===== config.mk =====
export PLATFORM = sky130hd
export DESIGN_NAME = mfa_alerts
export DESIGN_NICKNAME = d
export VERILOG_FILES = /design/src/rtl/mfa_pkg.sv /design/src/rtl/mfa_alerts.sv
export SDC_FILE = /design/constraint.sdc
export NUM_CORES = 1
export LEC_CHECK = 0
export ABC_AREA = 1
export BUFFER_PORTS_ARGS = -buffer_cell sky130_fd_sc_hd__clkbuf_2
export CAP_MARGIN = 20
export CORE_ASPECT_RATIO = 1.5
export CORE_UTILIZATION = 46
export DETAILED_ROUTE_END_ITERATION = 8
export GPL_TIMING_DRIVEN = 0
export HOLD_SLACK_MARGIN = 0.1
export PLACE_DENSITY = 0.85
export RECOVER_POWER = 50
export SLEW_MARGIN = 40
export SYNTH_ARGS = -nofsm -noshare
export SYNTH_HDL_FRONTEND = slang
export SYNTH_SLANG_ARGS = --single-unit

===== constraint.sdc =====
create_clock -name CLK_SYS -period 1.3 [get_ports CLK_SYS]
set_input_delay 0.13 -clock CLK_SYS [delete_from_list [all_inputs] [get_ports CLK_SYS]]
set_output_delay 0.13 -clock CLK_SYS [all_outputs]
set_load 0.005 [all_outputs]

===== src/rtl/mfa_pkg.sv =====
package mfa_pkg;

    // register byte offsets on the Avalon-MM slave
    localparam logic [3:0] OFS_LIVE      = 4'h0;
    localparam logic [3:0] OFS_IRQ_STAT  = 4'h4;
    localparam logic [3:0] OFS_IRQ_MASK  = 4'h8;
    localparam logic [3:0] OFS_CTRL      = 4'hC;

    // live register field positions
    localparam int LIVE_OPEN_POS   = 0;
    localparam int LIVE_SHORT_POS  = 1;
    localparam int LIVE_TEMP_POS   = 2;
    localparam int LIVE_PKT_POS    = 3;
    localparam int LIVE_HWMODE_POS = 4;
    localparam int LIVE_VALID_POS  = 5;
    localparam int LIVE_FAULT_POS  = 6;
    localparam int LIVE_OCPIN_POS  = 7;

    // irq status and mask layout (same for both)
    localparam int IRQ_OPEN_POS  = 0;
    localparam int IRQ_SHORT_POS = 1;
    localparam int IRQ_TEMP_POS  = 2;
    localparam int IRQ_PKT_POS   = 3;
    localparam int IRQ_W         = 4;

    // control register bits, both self-clearing strobes
    localparam int CTRL_PKT_CLR_POS  = 0;
    localparam int CTRL_SOFT_RST_POS = 1;

    // analog fault comparator inputs
    localparam int FLT_W         = 3;
    localparam int FLT_OPEN_IDX  = 0;
    localparam int FLT_SHORT_IDX = 1;
    localparam int FLT_TEMP_IDX  = 2;

    // reset values
    localparam logic [IRQ_W-1:0] IRQ_STAT_RST = 4'h0;
    localparam logic [IRQ_W-1:0] IRQ_MASK_RST = 4'h0;
    localparam logic [31:0]      RDATA_RST    = 32'h0000_0000;

    // strap capture delay after reset release, in clock cycles
    localparam logic [1:0] STRAP_SETTLE_CYC = 2'h3;

    typedef struct packed {
        logic                 strap_s1;
        logic                 strap_s2;
        logic                 prst_s1;
        logic                 prst_s2;
        logic [FLT_W-1:0]     flt_s1;
        logic [FLT_W-1:0]     flt_s2;
        logic [FLT_W-1:0]     flt_prev;
        logic [1:0]           settle_cnt;
        logic                 mode_valid;
        logic                 hw_mode;
        logic                 pkt_err;
        logic [IRQ_W-1:0]     irq_stat;
        logic [IRQ_W-1:0]     irq_mask;
        logic                 ack;
        logic [31:0]          rdata;
        logic                 fault_oe;
        logic                 oc_oe;
        logic                 irq;
    } mfa_state_t;

    // reset sync idles high like its pin, so leaving reset is no pin reset
    localparam mfa_state_t STATE_RST = '{
        strap_s1:   1'b0,
        strap_s2:   1'b0,
        prst_s1:    1'b1,
        prst_s2:    1'b1,
        flt_s1:     3'h0,
        flt_s2:     3'h0,
        flt_prev:   3'h0,
        settle_cnt: 2'h0,
        mode_valid: 1'b0,
        hw_mode:    1'b0,
        pkt_err:    1'b0,
        irq_stat:   IRQ_STAT_RST,
        irq_mask:   IRQ_MASK_RST,
        ack:        1'b0,
        rdata:      RDATA_RST,
        fault_oe:   1'b0,
        oc_oe:      1'b0,
        irq:        1'b0
    };

endpackage


===== src/rtl/mfa_alerts.sv =====
`timescale 1ns/1ps
`default_nettype none

module mfa_alerts (
    input  wire logic        CLK_SYS,             // 100 MHz system clock
    input  wire logic        NRST,                // async reset, active low
    input  wire logic        CONTROL_MODE_STRAP,  // pin strap, 1 = hardware control
    input  wire logic        PART_RESET_N,        // pin reset request, active low
    input  wire logic [2:0]  FAULT_DET,           // analog comparators: open, short, overtemp
    input  wire logic        PACKET_CHECK_ERR,    // one-cycle pulse from serial interface
    input  wire logic [3:0]  AVS_ADDRESS,         // byte address
    input  wire logic        AVS_READ,            // read request
    input  wire logic        AVS_WRITE,           // write request
    input  wire logic [31:0] AVS_WRITEDATA,       // write data
    input  wire logic [3:0]  AVS_BYTEENABLE,      // byte lanes
    output logic      [31:0] AVS_READDATA,        // read data
    output logic             AVS_WAITREQUEST,     // stall
    output logic             IRQ,                 // level interrupt
    output logic             FAULT_ALERT_O,       // shared alert pin drive value
    output logic             FAULT_ALERT_OE,      // shared alert pin pull enable
    output logic             OPEN_CIRCUIT_ALERT_N_O,  // dedicated pin drive value
    output logic             OPEN_CIRCUIT_ALERT_N_OE  // dedicated pin pull enable
);

    mfa_pkg::mfa_state_t st_q;
    mfa_pkg::mfa_state_t st_d;

    logic       req;
    logic       take;
    logic       wr_take;
    logic       soft_rst;
    logic       part_rst;
    logic [2:0] flt_rise;
    logic [3:0] irq_evt;
    logic [3:0] irq_clr;
    logic       shared_cond;
    logic       oc_cond;
    logic [7:0] live;
    logic       hit_stat;
    logic       hit_mask;
    logic       hit_ctrl;
    logic       pkt_clr;

    assign req      = AVS_READ | AVS_WRITE;
    assign take     = req & st_q.ack;
    assign wr_take  = take & AVS_WRITE & AVS_BYTEENABLE[0];
    assign soft_rst = wr_take && (AVS_ADDRESS == mfa_pkg::OFS_CTRL) &&
                      AVS_WRITEDATA[mfa_pkg::CTRL_SOFT_RST_POS];
    assign part_rst = ~st_q.prst_s2;

    // address decode, shared by the logic and its checks
    assign hit_stat = AVS_ADDRESS == mfa_pkg::OFS_IRQ_STAT;
    assign hit_mask = AVS_ADDRESS == mfa_pkg::OFS_IRQ_MASK;
    assign hit_ctrl = AVS_ADDRESS == mfa_pkg::OFS_CTRL;
    assign pkt_clr  = wr_take && hit_ctrl && AVS_WRITEDATA[mfa_pkg::CTRL_PKT_CLR_POS];

    // one wait cycle, then the answer; the request is never left hanging
    assign AVS_WAITREQUEST = req & ~st_q.ack;
    assign AVS_READDATA    = st_q.rdata;
    assign IRQ             = st_q.irq;

    // open-drain: the value driven is always low, only the enable moves
    assign FAULT_ALERT_O          = 1'b0;
    assign OPEN_CIRCUIT_ALERT_N_O = 1'b0;
    assign FAULT_ALERT_OE         = st_q.fault_oe;
    assign OPEN_CIRCUIT_ALERT_N_OE = st_q.oc_oe;

    assign flt_rise = st_q.flt_s2 & ~st_q.flt_prev;
    assign irq_evt  = {PACKET_CHECK_ERR, flt_rise};
    assign irq_clr  = (wr_take && (AVS_ADDRESS == mfa_pkg::OFS_IRQ_STAT)) ?
                      AVS_WRITEDATA[mfa_pkg::IRQ_W-1:0] : 4'h0;

    // mapping of conditions onto the two pins per control mode
    always_comb begin
        if (!st_q.mode_valid) begin
            shared_cond = 1'b0;
            oc_cond     = 1'b0;
        end else if (st_q.hw_mode) begin
            shared_cond = st_q.flt_s2[mfa_pkg::FLT_TEMP_IDX];
            oc_cond     = st_q.flt_s2[mfa_pkg::FLT_OPEN_IDX];
        end else begin
            shared_cond = (|st_q.flt_s2) | st_q.pkt_err;
            oc_cond     = 1'b0;
        end
    end

    always_comb begin
        live = 8'h00;
        live[mfa_pkg::LIVE_OPEN_POS]   = st_q.flt_s2[mfa_pkg::FLT_OPEN_IDX];
        live[mfa_pkg::LIVE_SHORT_POS]  = st_q.flt_s2[mfa_pkg::FLT_SHORT_IDX];
        live[mfa_pkg::LIVE_TEMP_POS]   = st_q.flt_s2[mfa_pkg::FLT_TEMP_IDX];
        live[mfa_pkg::LIVE_PKT_POS]    = st_q.pkt_err;
        live[mfa_pkg::LIVE_HWMODE_POS] = st_q.hw_mode;
        live[mfa_pkg::LIVE_VALID_POS]  = st_q.mode_valid;
        live[mfa_pkg::LIVE_FAULT_POS]  = st_q.fault_oe;
        live[mfa_pkg::LIVE_OCPIN_POS]  = st_q.oc_oe;
    end

    always_comb begin
        st_d = st_q;

        // pins from outside the clock domain, two stages each
        st_d.strap_s1 = CONTROL_MODE_STRAP;
        st_d.strap_s2 = st_q.strap_s1;
        st_d.prst_s1  = PART_RESET_N;
        st_d.prst_s2  = st_q.prst_s1;
        st_d.flt_s1   = FAULT_DET;
        st_d.flt_s2   = st_q.flt_s1;
        st_d.flt_prev = st_q.flt_s2;

        // strap taken once, after the sync chain has filled since reset
        if (!st_q.mode_valid) begin
            if (st_q.settle_cnt == mfa_pkg::STRAP_SETTLE_CYC) begin
                st_d.mode_valid = 1'b1;
                st_d.hw_mode    = st_q.strap_s2;
            end else begin
                st_d.settle_cnt = st_q.settle_cnt + 2'h1;
            end
        end

        // packet-check error holds the shared alert in software mode until software clears it
        if (PACKET_CHECK_ERR) begin
            st_d.pkt_err = 1'b1;
        end else if (pkt_clr) begin
            st_d.pkt_err = 1'b0;
        end

        // set wins over a clear landing in the same cycle
        st_d.irq_stat = (st_q.irq_stat & ~irq_clr) | irq_evt;
        if (wr_take && (AVS_ADDRESS == mfa_pkg::OFS_IRQ_MASK)) begin
            st_d.irq_mask = AVS_WRITEDATA[mfa_pkg::IRQ_W-1:0];
        end
        st_d.irq = |(st_q.irq_stat & st_q.irq_mask);

        st_d.fault_oe = shared_cond;
        st_d.oc_oe    = oc_cond;

        // bus: ack raised one cycle after request, dropped after the take
        st_d.ack = req & ~st_q.ack;
        if (req && !st_q.ack) begin
            case (AVS_ADDRESS)
                mfa_pkg::OFS_LIVE:     st_d.rdata = {24'h000000, live};
                mfa_pkg::OFS_IRQ_STAT: st_d.rdata = {28'h0000000, st_q.irq_stat};
                mfa_pkg::OFS_IRQ_MASK: st_d.rdata = {28'h0000000, st_q.irq_mask};
                default:               st_d.rdata = mfa_pkg::RDATA_RST;
            endcase
        end

        // pin or software reset: back to power-on state, strap read anew
        if (part_rst || soft_rst) begin
            st_d          = mfa_pkg::STATE_RST;
            st_d.strap_s1 = CONTROL_MODE_STRAP;
            st_d.strap_s2 = st_q.strap_s1;
            st_d.prst_s1  = PART_RESET_N;
            st_d.prst_s2  = st_q.prst_s1;
            st_d.flt_s1   = FAULT_DET;
            st_d.flt_s2   = st_q.flt_s1;
            st_d.ack      = st_q.ack ? 1'b0 : req;
        end
    end

    always_ff @(posedge CLK_SYS or negedge NRST) begin
        if (!NRST) begin
            st_q <= mfa_pkg::STATE_RST;
        end else begin
            st_q <= st_d;
        end
    end

    logic rst_now;
    assign rst_now = part_rst | soft_rst;
endmodule

`default_nettype wire


==> metrics.yaml, run 1 <==
run_status:
  status: "complete, no violations"
yosys:
  synth_commonest_cells: "36 x buf_4, 36 x dfrtp_1, 35 x nand2_1"
  async_flop_share_pct: 100
  ys.flop_type: "dfrtp_1"
  synth_area_um2: 1900
  synth_top_area_share_pct: 47.3
  yosysWarnings: 0
  postSynthCellCount: 215
  synth_edf_count: 0
  synth_cell_types: 24
  syn_area_per_cell_um2: 8.86
  ys_ff_latch: 38
  seq_area_frac_synth_pct: 50.1
  synth_area_leaders: "dfrtp_1 47%, buf_4 14%, nand2_1 6.9%"
  synth_top_cell_by_area: "dfrtp_1"
critical_path:
  cpPeakStageDelay_ns: 0.35
  cp_top_family: "simple AND/OR/NAND/NOR gates"
  cp_cell_sequence: "nand3_1 > inv_2 > nand3_4 > nand2_4 > buf_8 > nor2_4 > nand2_1 > nand2_1"
  endpoint_kind: "register"
  cpMaxStageDelayCell: "dfrtp_1"
  critical_path_class: "register to register"
  cp_max_fo: 10
  worstPathRequired_ns: 1.48
  crit_buf_inv: 2
  crit_path_start_kind: "register"
  worstPathArrival_ns: 1.39
  path_common_cell: "nand2_1"
cts:
  clock-root-buffer: "clkbuf_8"
  clk_pin_slew_worst_paths_ns: 0.07
  cts.sinks: 38
  cts_tree: "done"
  cts_made_buffers: 5
  clk_latency_ns: 0.29
  clk_path_buf_depth: 2
  cts_max_level: 2
die:
  coreArea_um2: 3960
  die_h_um: 80.8
  ios: 88
  start_util_pct: 48.1
  rows: 28
  dieWidth_um: 54.5
  die_area_um2: 4410
sta:
  finalSetupViolCount: 0
  relSlewSlack_pct: 39.4
  clock_skew_ns: 0.00499
  fmax_mhz: 828
  finalHoldViolCount: 0
  drv_slew: 0
  fin_crit_ns: 1.21
  worst_slew_pin_slew_ns: 0.910
  fin_ws_ns: 0.0926
  finalCritPeriodShare_pct: 92.9
global_route:
  grt_pass1_vias: 1459
  grt_max_degree: 39
  grt.total_usage_pct: 19.2
  grt_first_pass_wirelength_um: 6020
  overflow: 0
  antenna_found_initial: 0
detailed_routing:
  wire_per_inst_um: 11.0
  via_count: 1546
  drt_iter0_drc: 25
  vias_per_cell: 4.64
  drc: 0
  firstDrtPassIters: 4
  postRouteAntennaNets: 0
  routed_wl_um: 3650
cells_and_area:
  drive_gt1_share_pct: 33.3
  area_delta_synth_final_pct: 29.0
  final_nets: 338
  stdcell_area_um2: 2460
  insertedDiodeCount: 0
placed_design:
  port_buffers: 30
  gp_congestion: 0.906
  hpwlAfterDp_um: 2600
  placed_area_um2: 2210
  dp_slack_ns: -0.0560
pwr:
  cellPowerDensity_nw_per_um2: 1180
  ir_drop_mv: 1.14
  p_leak_uw: 0.00132
worst_hold_path:
  hold_path.class: "primary input to register"
run:
  maxCapViolations: 0
report_power, final:
| group | switching [µW] | internal, µW | total, µW |
|---|---|---|---|
| clock | 416 | 768 | 1180 |
| combinational | 224 | 185 | 410 |
| sequential | 48.2 | 1260 | 1300 |
| total | 689 | 2210 | 2900 |
worst register-to-register path: stages (launching register included):
cell	delay [ns]
dfrtp_1	0.35
nand3_1	0.11
inv_2	0.11
nand3_4	0.14
nand2_4	0.10
buf_8	0.14
nor2_4	0.05
nand2_1	0.05
nand2_1	0.05
sequential cells by signal (all words and copies together) (netlist names):
register / count
AVS_READDATA: 8
OPEN_CIRCUIT_ALERT_N_OE: 1
IRQ: 1
live: 6
FAULT_ALERT_OE: 1
st_q: 21
layer usage:
layer	up-vias	routed length [µm]	track usage, %
met3	7	187	5.99
met4	0	71	9.49
li1	775	-	-
met2	50	2010	34.5
met5	-	0	0
met1	714	1390	19.0
repair_timing:
item                                   CTS  global route
setup endpoints to repair                8            19
resized for setup                        3             6
hold buffers                             7             0
buffers inserted                         2             3
endpoints found under the hold margin   43             0
pin swaps                                0             1
stage by stage:
stage / setup TNS (ns) / instances / hold slack, ns / utilization [%] / power, µW
4_1_cts: -0.00621 / 332 / 0.123 / 61.6 / 2920
3_5_place_dp: -0.182 / 315 / 0.159 / 55.8 / 1700
3_3_place_gp: -0.0266 / 315 / 0.219 / 55.7 / 1680
6_report: 0 / 333 / 0.127 / 62.1 / 2900
2_1_floorplan: 0 / 240 / -0.166 / - / 1580
5_1_grt: -0.00867 / 333 / 0.142 / 62.1 / 3030
area by class of cell:
| cell class | instances | area, µm² |
|---|---|---|
| sequential | 38 | 953 |
| fill | 330 | 1500 |
| timing repair buffer | 42 | 258 |
| buffer | 38 | 289 |
| inverter | 20 | 75.1 |
| tap | 45 | 56.3 |
| clock buffer | 5 | 68.8 |
| clock inverter | 3 | 68.8 |
| multi-input combinational | 142 | 688 |
layout by cell type (no fill, tap or decap):
cell type | synthesis | layout
dfstp_2 | 2 | 2
nor2_1 | 26 | 24
nand2_4 | 1 | 1
nor2_2 | 0 | 2
clkbuf_1 | 2 | 1
nand4_1 | 16 | 16
o21ai_0 | 10 | 10
buf_8 | 1 | 1
bufinv_16 | 0 | 2
or2_2 | 3 | 3
o21bai_4 | 0 | 1
nand3_4 | 1 | 1
conb_1 | 1 | 26
ha_1 | 1 | 1
inv_2 | 1 | 3
inv_1 | 18 | 16
dlygate4sd3_1 | 0 | 7
a21oi_1 | 11 | 11
nand2_1 | 35 | 35
nor2_4 | 2 | 2
clkbuf_2 | 0 | 30
nand2_2 | 1 | 1
nand3_1 | 7 | 7
dfrtp_1 | 36 | 36
clkinv_4 | 0 | 1
buf_4 | 36 | 41
o2111ai_1 | 1 | 1
clkinv_1 | 1 | 1
clkbuf_8 | 0 | 5
cells by family (layout without fill, tap and decap cells):
| family | count (synthesis) | count (layout) | share of synthesized area, % |
|---|---|---|---|
| AO/OA/AOI/OAI | 23 | 23 | 6.37 |
| adder cells (fa/ha/maj) | 1 | 1 | 0.657 |
| buffers and inverters | 60 | 108 | 19.6 |
| AND/OR/NAND/NOR | 92 | 92 | 23.1 |
| other | 1 | 26 | 0.197 |
| flip-flops | 38 | 38 | 50.1 |
path summary, 6_finish.rpt:
path	start	end	slack, ns	cells after the start
max	st_q[35]	st_q[47]	0.09	8
min	AVS_WRITE	st_q[35]	0.13	3
max reg2reg	st_q[35]	st_q[47]	0.09	8
min in group asynchronous	NRST	st_q[35]	0.51	2
min reg2reg	st_q[57]	live[2]	0.35	0
max in group asynchronous	NRST	st_q[41]	0.23	2
(Power assumes the default switching activity.)
==> inputs of run 2 (changes only) <==
--- a/config.mk
+++ b/config.mk
@@ -6,15 +6,16 @@
 export NUM_CORES = 1
 export LEC_CHECK = 0
 export ABC_AREA = 1
-export BUFFER_PORTS_ARGS = -buffer_cell sky130_fd_sc_hd__clkbuf_2
 export CAP_MARGIN = 20
 export CORE_ASPECT_RATIO = 1.5
-export CORE_UTILIZATION = 46
+export CORE_UTILIZATION = 60
 export DETAILED_ROUTE_END_ITERATION = 8
+export DONT_BUFFER_PORTS = 1
 export GPL_TIMING_DRIVEN = 0
 export HOLD_SLACK_MARGIN = 0.1
-export PLACE_DENSITY = 0.85
+export PLACE_DENSITY = 0.82
 export RECOVER_POWER = 50
+export SETUP_SLACK_MARGIN = 0.5
 export SLEW_MARGIN = 40
 export SYNTH_ARGS = -nofsm -noshare
 export SYNTH_HDL_FRONTEND = slang
==> run 2 against run 1 <==
  * The run now ends with hold timing, setup timing left
  * Sequential cell count did not move
  * Global-route usage rose by 10 points
  * Die area fell by 23%
  * Register-to-register slack got worse by 0.11 ns
  * Critical path depth fell by 1
  * Wire length rose by 44%
  * Worst hold slack got worse by 0.60 ns
  * Clock skew fell by 0.0017 ns
  * Cell area rose by 9.7%
  * Non-clock buffer count fell by 3
  * Clock-buffer cell count rose by 1
  * Critical path type unchanged
  * Highest routed layer unchanged
==> metrics.yaml, run 2 (synthesis results as in run 1) <==
cells_and_area:
  layout_common_cells: "45 x buf_4, 36 x dfrtp_1, 31 x nand2_1"
  area_delta_synth_final_pct: 41.6
  insertedDiodeCount: 0  # unchanged
  final_nets: 335  # -0.89%
  layout.cells.non_filler: 324  # -2.7%
  regMostFlops: "st_q"
  layout_commonest_cell: "buf_4"
  largest_reg_flops: 21  # unchanged
  drive_gt1_share_pct: 40.0  # +6.7 points
  fillerInstances: 133  # -60%
sta:
  fin_ws_ns: -0.0206  # -0.113 ns
  finalCritPeriodShare_pct: 102  # +8.7 points
  fin_crit_ns: 1.32  # +0.113 ns
  holdWs_ns: -0.473  # -0.600 ns
  drv_slew: 0  # unchanged
  clock_skew_ns: 0.00328  # -0.00171 ns
  rsz0062_at_grt: "true"
  finalSetupViolCount: 1  # +1
  finalHoldViolCount: 38  # +38
  fmax_mhz: 757  # -8.6%
cts:
  clk_pin_slew_worst_paths_ns: 0.07  # about the same
  cts.sinks: 38  # unchanged
  clk_path_buf_depth: 2  # unchanged
  ctsHoldBuffers: 10  # +3
  cts_tree: "done"
  cts_made_buffers: 5  # unchanged
  clk_latency_ns: 0.29  # about the same
  clock-root-buffer: "clkbuf_8"
  cts_max_level: 2  # unchanged
pwr:
  ir_drop_mv: 1.32  # +16%
  power.total_uw: 2660  # -8.3%
  sw_frac_of_total_pct: 27.7  # +3.9 points
  p_clk_share_pct: 31.4  # -9.5 points
  cellPowerDensity_nw_per_um2: 986  # -16%
  p_int_uw: 1920  # -13%
  p_leak_uw: 0.00134  # +1.4%
  switchingPower_uw: 736  # +6.8%
  seqPwrFrac_pct: 49.3  # +4.3 points
  combPwrFrac_pct: 19.3  # +5.2 points
die:
  die_h_um: 71  # -12%
  coreArea_um2: 2970  # -25%
  ios: 88  # unchanged
  die_area_um2: 3410  # -23%
  rows: 24  # -14%
  dieWidth_um: 48  # -12%
  start_util_pct: 64.1  # +16 points
placed_design:
  dpl.cell_count: 279  # -11%
  port_buffers: 0  # -100%
  dp_slack_ns: 0.0828  # +0.139 ns
  hpwlAfterDp_um: 2400  # -7.8%
  gp_congestion: 0.927  # +2.3%
critical_path:
  rr_worst_depth: 7  # -1
  crit_path_start_kind: "register"
  cp_max_fo: 4  # -6
  endpoint_kind: "register"
  worstPathArrival_ns: 1.49  # +0.10 ns
  worstPathRequired_ns: 1.47  # about the same
  critical_path_class: "register to register"
run_status:
  status: "finished, violations left"
  violations: "hold timing, setup timing"
detailed_routing:
  routed_wl_um: 5270  # +44%
  firstDrtPassIters: 4  # unchanged
  vias_per_cell: 5.26  # +13%
  drt_iter0_drc: 84  # +240%
  drc: 0  # unchanged
  postRouteAntennaNets: 0  # unchanged
  via_count: 1704  # +10%
  wire_per_inst_um: 16.3  # +48%
global_route:
  antenna_found_initial: 0  # unchanged
  grt_max_degree: 39  # unchanged
  overflow: 0  # unchanged
  grt_first_pass_wirelength_um: 6950  # +15%
  grt.total_usage_pct: 29.4  # +10 points
  grt_pass1_vias: 1582  # +8.4%
run:
  maxCapViolations: 0  # unchanged
worst_hold_path:
  hold_path.class: "primary input to asynchronous set/reset pin"
[run 2: cell type report]
class	instances	area, µm²	area share [%]
clock inverter	2	12.5	0.464
multi-input combinational	142	805	29.8
tap	39	48.8	1.81
buffer	40	353	13.1
inverter	20	80.1	2.97
sequential	38	953	35.4
clock buffer	6	82.6	3.06
timing repair buffer	37	362	13.4
[run 2: worst max-delay path, stage by stage, from the launching register on]
cell,delay [ns]
dfrtp_1,0.37
nand3_2,0.11
inv_2,0.12
nand3_4,0.11
buf_4,0.17
buf_6,0.12
nand4_1,0.11
o21ai_1,0.10
[run 2: final timing paths]
path / slack (ns) / to / startpoint
hold reg to reg: 0.35 / st_q[60] / st_q[61]
hold / removal: -0.47 / st_q[50] / NRST
setup / recovery: -0.02 / AVS_READDATA[0] / st_q[35]
setup reg to reg: -0.02 / AVS_READDATA[0] / st_q[35]
min in group CLK_SYS: 0.09 / st_q[35] / AVS_WRITE
max in group asynchronous: 1.60 / st_q[58] / NRST
[run 2: layer usage]
metal  up-vias  global-route usage, %  wire [µm]
li1        770                      -          -
met5         -                      0          0
met3        32                   9.69        331
met4         0                   15.4        261
met1       811                   30.8       1830
met2        91                   48.9       2840
[run 2: metrics by stage]
step,setup TNS [ns],instance area [µm²],utilization [%]
after global placement,0,2070,69.7
after detailed placement,0,2070,69.7
after global routing,-0.234,2700,90.7
final,-0.0206,2700,90.7
after CTS,0,2600,87.5
after floorplan,0,2020,-
[run 2: what timing repair did]
action                                 4_1_cts  5_1_grt
endpoints found under the hold margin       52       39
buffers inserted                            18        7
setup endpoints to repair                   40       40
pin swaps                                    4        6
resized for setup                           47       12
cloned                                       2        0
[run 2: power by group through the flow]
stage	logic (µW)	registers (µW)	clock network, µW
2_1_floorplan	283	1310	0
3_3_place_gp	312	1320	0
3_5_place_dp	325	1320	0
4_1_cts	439	1300	853
5_1_grt	546	1310	898
6_report	512	1310	835
==> inputs of run 3 (changes only) <==
--- a/config.mk
+++ b/config.mk
@@ -7,7 +7,7 @@
 export LEC_CHECK = 0
 export ABC_AREA = 1
 export CAP_MARGIN = 20
-export CORE_ASPECT_RATIO = 1.5
+export CORE_ASPECT_RATIO = 0.8
 export CORE_UTILIZATION = 60
 export DETAILED_ROUTE_END_ITERATION = 8
 export DONT_BUFFER_PORTS = 1
==> run 3 against run 2 <==
  * The flow finishes with violations (hold timing)
  * Register-to-register slack improved by 0.05 ns
  * Clock power fell by 6.2%
  * Worst setup slack improved by 0.055 ns
  * Largest cell class unchanged
  * Largest power group unchanged
==> metrics.yaml, run 3 (synthesis results as in run 1) <==
cts:
  cts.sinks: 38  # unchanged
  cts_made_buffers: 5  # unchanged
  clock-root-buffer: "clkbuf_8"
  clk_path_buf_depth: 2  # unchanged
  cts_max_level: 2  # unchanged
  clk_pin_slew_worst_paths_ns: 0.08  # about the same
  clk_latency_ns: 0.29  # about the same
  ctsHoldBuffers: 10  # unchanged
  cts_tree: "done"
cells_and_area:
  area_delta_synth_final_pct: 38.6
  drive_gt1_share_pct: 38.4  # -1.6 points
  insertedDiodeCount: 0  # unchanged
  largest_reg_flops: 21  # unchanged
  layout_common_cells: "44 x buf_4, 36 x dfrtp_1, 33 x nand2_1"
  final_nets: 331  # -1.2%
  regArea_um2: 953  # unchanged
  fin_util_pct: 91.2  # +0.52 points
  fillerInstances: 115  # -14%
  layout_commonest_cell: "buf_4"
  layout.cells.non_filler: 319  # -1.5%
  stdcell_area_um2: 2640  # -2.1%
  multi_input_area_um2: 797  # -0.93%
  regMostFlops: "st_q"
detailed_routing:
  firstDrtPassIters: 5  # +1
  routed_wl_um: 5210  # -1.2%
  drc: 0  # unchanged
  via_count: 1676  # -1.6%
  wire_per_inst_um: 16.3  # +0.39%
  drt_iter0_drc: 127  # +51%
  postRouteAntennaNets: 0  # unchanged
  vias_per_cell: 5.25  # -0.10%
global_route:
  grt_pass1_vias: 1509  # -4.6%
  antenna_found_initial: 0  # unchanged
  grt_max_degree: 39  # unchanged
  grt.total_usage_pct: 28.5  # -0.91 points
  overflow: 0  # unchanged
  grt_first_pass_wirelength_um: 6890  # -0.89%
critical_path:
  crit_path_start_kind: "register"
  path_common_cell: "nand2_1"
  crit_buf_inv: 2  # -1
  cp_top_family: "simple AND/OR/NAND/NOR gates"
  worstPathArrival_ns: 1.44  # -0.05 ns
  critical_path_class: "register to register"
  cpMaxStageDelayCell: "dfrtp_1"
  cp_max_fo: 5  # +1
  reg2reg_slack_ns: 0.03  # +0.05 ns
  worstPathRequired_ns: 1.47  # about the same
  rr_endpoint: "st_q[47]"
  rr_worst_depth: 8  # +1
  startpoint: "st_q[35]"
  endpoint_kind: "register"
  worstReg2RegStart: "st_q[35]"
  cpPeakStageDelay_ns: 0.37  # about the same
  cp_cell_sequence: "nand3_2 > inv_2 > nand3_4 > nand2_4 > buf_8 > nor2_4 > nand2_1 > nand2_1"
run_status:
  status: "finished, violations left"
  violations: "hold timing"
placed_design:
  dpl.cell_count: 278  # -0.36%
  gp_congestion: 0.883  # -4.7%
  port_buffers: 0  # unchanged
  placed_area_um2: 2070  # about the same
  dp_slack_ns: 0.0822  # -0.000598 ns
  hpwlAfterDp_um: 2450  # +2.3%
die:
  rows: 17  # -29%
  die_h_um: 52.4  # -26%
  start_util_pct: 65.8  # +1.8 points
  coreArea_um2: 2890  # -2.7%
  dieWidth_um: 65.0  # +35%
  ios: 88  # unchanged
  die_area_um2: 3400  # -0.10%
sta:
  fmax_mhz: 790  # +4.3%
  rsz0062_at_grt: "true"
  clock_skew_ns: 0.00807  # +0.00479 ns
  holdWs_ns: -0.474  # -0.000917 ns
  finalHoldViolCount: 38  # unchanged
  finalSetupViolCount: 0  # -1
  fin_ws_ns: 0.0340  # +0.0546 ns
  finalCritPeriodShare_pct: 97.4  # -4.2 points
  drv_slew: 0  # unchanged
  fin_crit_ns: 1.27  # -0.0546 ns
pwr:
  p_leak_uw: 0.00132  # -1.7%
  cellPowerDensity_nw_per_um2: 984  # -0.21%
  ir_drop_mv: 0.978  # -26%
worst_hold_path:
  hold_path.class: "primary input to asynchronous set/reset pin"
run:
  maxCapViolations: 0  # unchanged
-- run 3: changes by cell type in the layout (fill, tap and decap cells not counted), sizes merged --
cell | before | now
clkinv | 2 | 3
clkinvlp | 1 | 0
buf | 66 | 62
-- run 3: what timing repair did --
item | 4_1_cts | 5_1_grt
hold endpoints to repair | 52 | 39
buffers inserted | 12 | 9
gates resized for setup | 33 | 18
cloned | 2 | 0
endpoints found under the setup margin | 40 | 40
pin swaps | 2 | 3
-- run 3: worst max-delay path by stage --
stage	depth (start not counted)	endpoint
global placement	5	st_q[36]
detailed placement	8	AVS_READDATA[5]
CTS	3	AVS_WAITREQUEST
global route	8	st_q[47]
finish	8	st_q[47]
floorplan	8	AVS_READDATA[5]
-- run 3: power by group --
part           internal [µW]  switching [µW]  leakage [µW]
Combinational            234             268      0.000784
Clock                    372             411     0.0000450
Sequential              1260            55.6      0.000491
-- run 3: metrics by stage --
| step | setup TNS [ns] | power, µW |
|---|---|---|
| after floorplan | 0 | 1590 |
| after global placement | 0 | 1630 |
| after detailed placement | 0 | 1650 |
| after CTS | 0 | 2500 |
| after global routing | -0.00371 | 2690 |
| final | 0 | 2600 |
-- run 3: worst reg2reg max path, delay by kind of cell, from the launching register on --
kind | cells | cell delay (ns)
buffers and inverters | 2 | 0.25
AND/OR/NAND/NOR | 6 | 0.54
flip-flops | 1 | 0.37
-- run 3: cell type report --
cell class | instances | area share (%)
Buffer | 40 | 13.2
Clock buffer | 6 | 2.75
Tap cell | 38 | 1.80
Sequential cell | 38 | 36.1
Inverter | 20 | 3.03
Timing Repair Buffer | 33 | 12.5
Multi-Input combinational cell | 142 | 30.2
Clock inverter | 2 | 0.379
-- run 3: metal layers --
layer,global-route usage (%),share of wire (%),up-vias,wire [µm]
met3,9.78,8.8,17,457
li1,-,-,763,-
met1,31.1,36,781,1880
met5,0,0,-,0
met2,51.6,52,115,2720
met4,10.0,3.0,0,154
